==> src/core/gpdsc_pkg.sv <==
// Contract
// after reset general_out_a floats in TBI or RTBI mode and otherwise drives link status, high meaning link up.
// after reset general_out_b floats in TBI or RTBI mode and otherwise drives carrier sense.
// if general_out_a was low during reset, general_io_1 floats after release.
// if general_out_a was high during reset, general_io_1 drives the 125MHz clock after release.
// general_io_2 to general_io_7 come out of reset floating.
// general_io_4 to general_io_7 serve as general pins only in MII, RGMII or RTBI mode.
// software may reassign every general pin after reset, and defaults hold only until it does.
// the 625MHz serial transmit clock is off after reset and on only when its enable bit is one.
// a low loss-of-signal input means normal operation and a high level means loss of signal.
// the board holds the loss-of-signal input low when the optical module has no such output.
// sampled-at-reset pins are captured during reset and then work as normal outputs.
// reset returns all state, including pin function selections, to defaults; the code leaves the pin synchroniser stages unreset.
// a general pin used as input keeps its driver off and shows the sampled level in a status bit.
package gpdsc_pkg;
    // parallel interface modes
    typedef enum logic [2:0] {
        GPDSC_MODE_GMII = 3'h0,
        GPDSC_MODE_RGMII = 3'h1,
        GPDSC_MODE_TBI = 3'h2,
        GPDSC_MODE_RTBI = 3'h3,
        GPDSC_MODE_MII = 3'h4
    } gpdsc_mode_t;
    // per-pin function codes
    typedef enum logic [1:0] {
        GPDSC_FN_HIZ = 2'h0,
        GPDSC_FN_DEFAULT = 2'h1,
        GPDSC_FN_DRIVE = 2'h2,
        GPDSC_FN_INPUT = 2'h3
    } gpdsc_fn_t;
    localparam int GPDSC_NUM_IO = 7;
    localparam int GPDSC_NUM_OUT = 2;
    localparam int GPDSC_SHARED_LO = 4;
    localparam int GPDSC_RESET_HOLD_CYCLES = 2;
    localparam logic GPDSC_TX_CLK_EN_RESET = 1'b0;
    localparam logic GPDSC_STRAP_RESET = 1'b0;
    // software control of one pin
    typedef struct packed {
        logic write;
        gpdsc_fn_t fn;
        logic level;
    } gpdsc_pin_cfg_t;
    // one driven pin: level and enable
    typedef struct packed {
        logic data;
        logic oe;
    } gpdsc_pin_drv_t;
endpackage : gpdsc_pkg

==> src/core/gpdsc_top.sv <==
`timescale 1ns/1ps
`default_nettype none
module gpdsc_top (
    input wire logic CLOCK_IN,
    input wire logic RST_N_IN,
    input wire gpdsc_pkg::gpdsc_mode_t MODE_IN,
    input wire logic LINK_UP_IN,
    input wire logic CARRIER_SENSE_IN,
    input wire logic CLK125_IN,
    input wire logic OPTICAL_SIGNAL_LOSS_IN,
    input wire logic SERIAL_TX_CLOCK_ENABLE_IN,
    input wire logic SERIAL_TX_CLOCK_ENABLE_WRITE_IN,
    input wire gpdsc_pkg::gpdsc_pin_cfg_t [1:0] OUT_CFG_IN,
    input wire gpdsc_pkg::gpdsc_pin_cfg_t [6:0] IO_CFG_IN,
    input wire logic GENERAL_OUT_A_IN,
    input wire logic [6:0] GENERAL_IO_IN,
    output gpdsc_pkg::gpdsc_pin_drv_t [1:0] GENERAL_OUT_OUT,
    output gpdsc_pkg::gpdsc_pin_drv_t [6:0] GENERAL_IO_OUT,
    output logic [6:0] GENERAL_IO_STATUS_OUT,
    output logic SERIAL_TX_CLOCK_ENABLE_OUT,
    output logic SIGNAL_LOST_OUT
);
    import gpdsc_pkg::*;

    // the port widths are fixed at seven general pins and two outputs
    generate
        if (GPDSC_NUM_IO != 7) begin : g_chk_io
            $error("gpdsc_top serves exactly seven general pins");
        end
        if (GPDSC_NUM_OUT != 2) begin : g_chk_out
            $error("gpdsc_top serves exactly two general outputs");
        end
        if (GPDSC_SHARED_LO < 1 || GPDSC_SHARED_LO > GPDSC_NUM_IO) begin : g_chk_shared
            $error("gpdsc_top shared pin range out of bounds");
        end
    endgenerate

    // pin synchronisers: first stage read only by the second
    logic strap_s1_q, strap_s2_q;
    logic [6:0] io_s1_q, io_s2_q;
    logic optical_signal_loss_in_s1_q, optical_signal_loss_in_s2_q;
    always_ff @(posedge CLOCK_IN) begin
        strap_s1_q <= GENERAL_OUT_A_IN;
        strap_s2_q <= strap_s1_q;
        io_s1_q <= GENERAL_IO_IN;
        io_s2_q <= io_s1_q;
        optical_signal_loss_in_s1_q <= OPTICAL_SIGNAL_LOSS_IN;
        optical_signal_loss_in_s2_q <= optical_signal_loss_in_s1_q;
    end

    // strap captured while reset is held, frozen after release
    logic strap_q;
    always_ff @(posedge CLOCK_IN) begin
        if (!RST_N_IN) begin
            strap_q <= strap_s2_q;
        end
    end

    // mode decode
    wire logic tbi_family = (MODE_IN == GPDSC_MODE_TBI) || (MODE_IN == GPDSC_MODE_RTBI);
    wire logic shared_ok = (MODE_IN == GPDSC_MODE_MII) || (MODE_IN == GPDSC_MODE_RGMII)
                           || (MODE_IN == GPDSC_MODE_RTBI);

    // function selections, reset to GPDSC_FN_DEFAULT, except general pins 2 to 7, which reset to GPDSC_FN_HIZ
    gpdsc_fn_t out_fn_q [GPDSC_NUM_OUT];
    gpdsc_fn_t io_fn_q [GPDSC_NUM_IO];
    logic [1:0] out_lvl_q;
    logic [6:0] io_lvl_q;
    genvar g;
    generate
        for (g = 0; g < GPDSC_NUM_OUT; g++) begin : g_out
            always_ff @(posedge CLOCK_IN) begin
                if (!RST_N_IN) begin
                    out_fn_q[g] <= GPDSC_FN_DEFAULT;
                    out_lvl_q[g] <= 1'b0;
                end else if (OUT_CFG_IN[g].write) begin
                    out_fn_q[g] <= OUT_CFG_IN[g].fn;
                    out_lvl_q[g] <= OUT_CFG_IN[g].level;
                end
            end
            wire logic dflt = (g == 0) ? LINK_UP_IN : CARRIER_SENSE_IN;
            wire logic drive = (out_fn_q[g] == GPDSC_FN_DEFAULT) ? !tbi_family
                             : (out_fn_q[g] == GPDSC_FN_DRIVE);
            always_ff @(posedge CLOCK_IN) begin
                if (!RST_N_IN) begin
                    GENERAL_OUT_OUT[g] <= '0;
                end else begin
                    GENERAL_OUT_OUT[g].oe <= drive;
                    GENERAL_OUT_OUT[g].data <= (out_fn_q[g] == GPDSC_FN_DEFAULT) ? dflt : out_lvl_q[g];
                end
            end
        end
        for (g = 0; g < GPDSC_NUM_IO; g++) begin : g_io
            always_ff @(posedge CLOCK_IN) begin
                if (!RST_N_IN) begin
                    io_fn_q[g] <= (g == 0) ? GPDSC_FN_DEFAULT : GPDSC_FN_HIZ;
                    io_lvl_q[g] <= 1'b0;
                end else if (IO_CFG_IN[g].write) begin
                    io_fn_q[g] <= IO_CFG_IN[g].fn;
                    io_lvl_q[g] <= IO_CFG_IN[g].level;
                end
            end
            // shared pins only act as general pins in allowed modes
            wire logic usable = (g + 1 < GPDSC_SHARED_LO) || shared_ok;
            wire logic drive = usable && ((io_fn_q[g] == GPDSC_FN_DRIVE)
                             || (io_fn_q[g] == GPDSC_FN_DEFAULT && g == 0 && strap_q));
            // the clock path is a pass-through so that 125MHz reaches the pin
            assign GENERAL_IO_OUT[g].oe = drive;
            assign GENERAL_IO_OUT[g].data = (io_fn_q[g] == GPDSC_FN_DEFAULT) ? (CLK125_IN && drive)
                                           : (io_lvl_q[g] && drive);
            always_ff @(posedge CLOCK_IN) begin
                if (!RST_N_IN) begin
                    GENERAL_IO_STATUS_OUT[g] <= 1'b0;
                end else begin
                    GENERAL_IO_STATUS_OUT[g] <= io_s2_q[g];
                end
            end
        end
    endgenerate

    // serial transmit clock enable and loss-of-signal
    always_ff @(posedge CLOCK_IN) begin
        if (!RST_N_IN) begin
            SERIAL_TX_CLOCK_ENABLE_OUT <= GPDSC_TX_CLK_EN_RESET;
            SIGNAL_LOST_OUT <= 1'b0;
        end else begin
            if (SERIAL_TX_CLOCK_ENABLE_WRITE_IN) begin
                SERIAL_TX_CLOCK_ENABLE_OUT <= SERIAL_TX_CLOCK_ENABLE_IN;
            end
            SIGNAL_LOST_OUT <= optical_signal_loss_in_s2_q;
        end
    end
endmodule : gpdsc_top
`default_nettype wire

==> config.mk <==
export PLATFORM = sky130hd
export DESIGN_NAME = gpdsc_top
export DESIGN_NICKNAME = d
export VERILOG_FILES = /design/src/core/gpdsc_pkg.sv /design/src/core/gpdsc_top.sv
export SDC_FILE = /design/constraint.sdc
export NUM_CORES = 1
export LEC_CHECK = 0
export BUFFER_PORTS_ARGS = -buffer_cell sky130_fd_sc_hd__buf_2
export CAP_MARGIN = 25
export CORE_MARGIN = 1
export CORE_UTILIZATION = 51
export CTS_CLUSTER_DIAMETER = 200
export DETAILED_ROUTE_END_ITERATION = 10
export PLACE_DENSITY = 0.84
export REMOVE_ABC_BUFFERS = 1
export SLEW_MARGIN = 40
export SYNTH_ARGS = -nofsm -noshare
export SYNTH_HDL_FRONTEND = slang
export SYNTH_SLANG_ARGS = --single-unit
export TNS_END_PERCENT = 30
==> constraint.sdc <==
create_clock -name CLOCK_IN -period 3.2 [get_ports CLOCK_IN]
set_clock_uncertainty 0.15 [all_clocks]
set_input_delay 0.32 -clock CLOCK_IN [delete_from_list [all_inputs] [get_ports CLOCK_IN]]
set_output_delay 0.32 -clock CLOCK_IN [all_outputs]
set_load 0.01 [all_outputs]
==> metrics.md <==
| Metric | Value |
|---|---|
| Final Hold Slack | `~0.083 ns` |
| Top cells by area, synth | `dfxtp_1 39%, edfxtp_1 28%, mux2i_1 5.9%` |
| Multi-input gate area | `584.3 um2` |
| CTS buffer count | `9` |
| Most common cell after layout, fill and taps aside | `buf_2` |
| Die area | `0.004241 mm2` |
| # diodes | `0` |
| Final period util | `55.63%` |
| Final period demand of the worst path | `roughly 1.8 ns` |
| CP Capture Type | `output port` |
| First-pass GRT wire length | `about 6400 um` |
| Post-synthesis sequential area ratio | `67.49%` |
| Drt wl/cell | `12.68 um` |
| Combinational power share | `9.0%` |
| Sw frac | `about 23%` |
| Initial Util | `54.28%` |
| Worst relative slew slack | `between 60% and 70%` |
| FMAX | `561.7 MHz` |
| Synth cell types | `22` |
| Antenna violations before repair | `0` |
| Syn-to-layout area delta | `31.84%` |
| Placed Instance Area | `0.002429 mm2` |
| Total Wirelength | `between 3000 and 4000 um` |
| Final Hold Viols | `0` |
| Yosys top cell area share | `39.41%` |
| Yosys top cell by area | `dfxtp_1` |
| CP top delay family | `flip-flops` |
| Power Density | `~560 mW/mm2` |
| MaxCap Viol Count | `0` |
| DRT iter0 DRCs | `16` |
| Critical path data arrival time | `1.31 ns` |
| Max-slew violations | `0` |
| # DRC | `0` |
| Core area | `0.003744 mm2` |
| Synth Warn # | `0` |
| Worst slew pin tran | `0.4908 ns` |
| Layout cell share with drive strength beyond 1 | `37.94%` |
| Filler Cells Inserted | `296` |
| DP Cell Count | `276` |
| Startpoint types | `register` |
| Internal | `1.169 mW` |
| Worst Path Class, Setup | `reg2out` |
| CTS tree | `yes` |
| Yosys reg bits | `59` |
| Post-route cell area | `0.002679 mm2` |
| Fin cells | `301` |
| Die height | `approximately 65 um` |
| Pleak | `~1.3 nW` |
| Port Buf Inserts | `81` |
| Synthesized netlist cell count | `between 150 and 200` |
| Skew-Pair Late Insertion Delay | `0.32 ns` |
| Most frequent cells in the layout | `81 x buf_2, 40 x dfxtp_1, 19 x edfxtp_1` |
| Total GRT Usage | `approximately a fifth` |
| Sequential cell area | `0.001371 mm2` |
| Critical path, cell by cell | `nor4bb_1 > buf_2` |
| Clk sinks | `59` |
| Placement Rows | `22` |
| Syn Area/Cell | `between 10 and 15 um2` |
| CTS max path bufs | `2` |
| Area of the mapped netlist | `0.002032 mm2` |
| Crit-path max cell delay | `0.40 ns` |
| Fin worst setup slack | `approximately 1.4 ns` |
| 1st-pass router iterations | `3` |
| Pin count of the biggest net entering global routing | `37` |
| Switching power | `0.3420 mW` |
| Routed vias | `1434` |
| Max FO, Critical Path | `2` |
| Dpl hpwl | `2649 um` |
| Vias in the first global route | `1479` |
| # setup viols final | `0` |
| Layout Utilization | `71.56%` |
| # IOs | `82` |
| Clock power share | `35.4%` |
| CTS resizes | `0` |
| Design Power | `1.511 mW` |
| Unrepaired setup endpoints after global routing | `false` |
| Vias/cell | `4.764` |
| Worst Path Required | `between 2 and 3 ns` |
| VDD IR max | `0.5220 mV` |
| Worst slack at placement | `1.448 ns` |
| Status | `finished clean` |
| Worst-path clk slew | `~0.07 ns` |
| Die width | `65.12 um` |
| Critical path's slowest cell | `edfxtp_1` |
| Final ANT Viol Nets | `0` |
| Total global routing overflow | `0` |
| Buf/Inv on CP | `1` |
| Sequential Power Share | `a little under three fifths` |
| Layout Nets | `303` |
| Final GP Congestion | `0.6839` |
| CTS H-tree depth | `3` |
| HP Class | `in2reg` |
| Root Buffer | `clkbuf_8` |
| Setup_tns | `0 ns` |
[flip-flops by register name, indices dropped and copies added, names as in the netlist]
name	flops
io_s2_q	7
SERIAL_TX_CLOCK_ENABLE_OUT	1
io_fn_q	14
io_lvl_q	7
out_lvl_q	2
GENERAL_OUT_OUT	4
strap_q	1
GENERAL_IO_STATUS_OUT	7
SIGNAL_LOST_OUT	1
optical_signal_loss_in_s1_q	1
optical_signal_loss_in_s2_q	1
out_fn_q	4
io_s1_q	7
strap_s1_q	1
strap_s2_q	1
[routing by layer]
| layer | GRT usage, % | vias to the layer above | wire length [um] |
|---|---|---|---|
| li1 | - | 718 | - |
| met1 | 21.49 | 658 | 1450 |
| met2 | 38.67 | 52 | 2034 |
| met3 | 7.639 | 6 | 268 |
| met4 | 6.522 | 0 | 65 |
| met5 | 0 | - | 0 |
[path summary, 6_finish.rpt]
check | startpoint | endpoint | slack (ns) | cells past startpoint
min reg2reg | io_s1_q[1] | io_s2_q[1] | 0.18 | 0
min | IO_CFG_IN[16] | io_lvl_q[4] | 0.08 | 3
max reg2reg | out_fn_q[0][1] | GENERAL_OUT_OUT[1] | 2.10 | 3
max | io_fn_q[0][6] | GENERAL_IO_OUT[7] | 1.42 | 2
[power by group through the flow]
stage | combinational (mW) | clock [mW] | sequential [mW]
2_1_floorplan | 0.0561 | 0 | 0.856
3_3_place_gp | 0.124 | 0 | 0.853
3_5_place_dp | 0.128 | 0 | 0.856
4_1_cts | 0.137 | 0.552 | 0.840
5_1_grt | 0.152 | 0.593 | 0.845
6_report | 0.137 | 0.534 | 0.840
[layout make-up]
type | count | share of cell area (%)
timing repair buffer | 90 | 18.50
clock inverter | 6 | 1.214
multi-input combinational | 86 | 21.81
clock buffer | 10 | 4.764
inverter | 2 | 0.2802
sequential | 59 | 51.19
tap | 48 | 2.242
[Yosys cell counts]
library cell / number
dfxtp_1: 40
edfxtp_1: 19
nor2_1: 16
and3_1: 15
mux2i_1: 12
and2_1: 10
buf_4: 7
nand2b_1: 7
nor2b_1: 6
nor3b_1: 4
clkbuf_1: 3
nand3b_1: 3
nor4bb_1: 3
or2b_1: 3
a21oi_1: 2
inv_1: 2
a21o_1: 1
a32o_1: 1
buf_2: 1
mux2i_2: 1
nand2_1: 1
nor4bb_2: 1
[what timing repair did]
action,in CTS,in global routing
hold endpoints to repair,9,0
buffers inserted,0,0
hold buffers,9,0
[cells by family after synthesis]
logic type	Yosys count	synth area share, %
buffers and inverters	13	3.756
multiplexers	13	6.589
flip-flops	59	67.49
AND/OR/NAND/NOR	69	20.81
AO/OA/AOI/OAI	4	1.355
[worst register-to-register path: cells and delay by family, from the launching register on]
kind,cells,cell delay [ns]
and+or+nand+nor,2,0.24
muxes,1,0.20
DFF,1,0.39
Note: power is estimated with default switching activity, not from simulation.
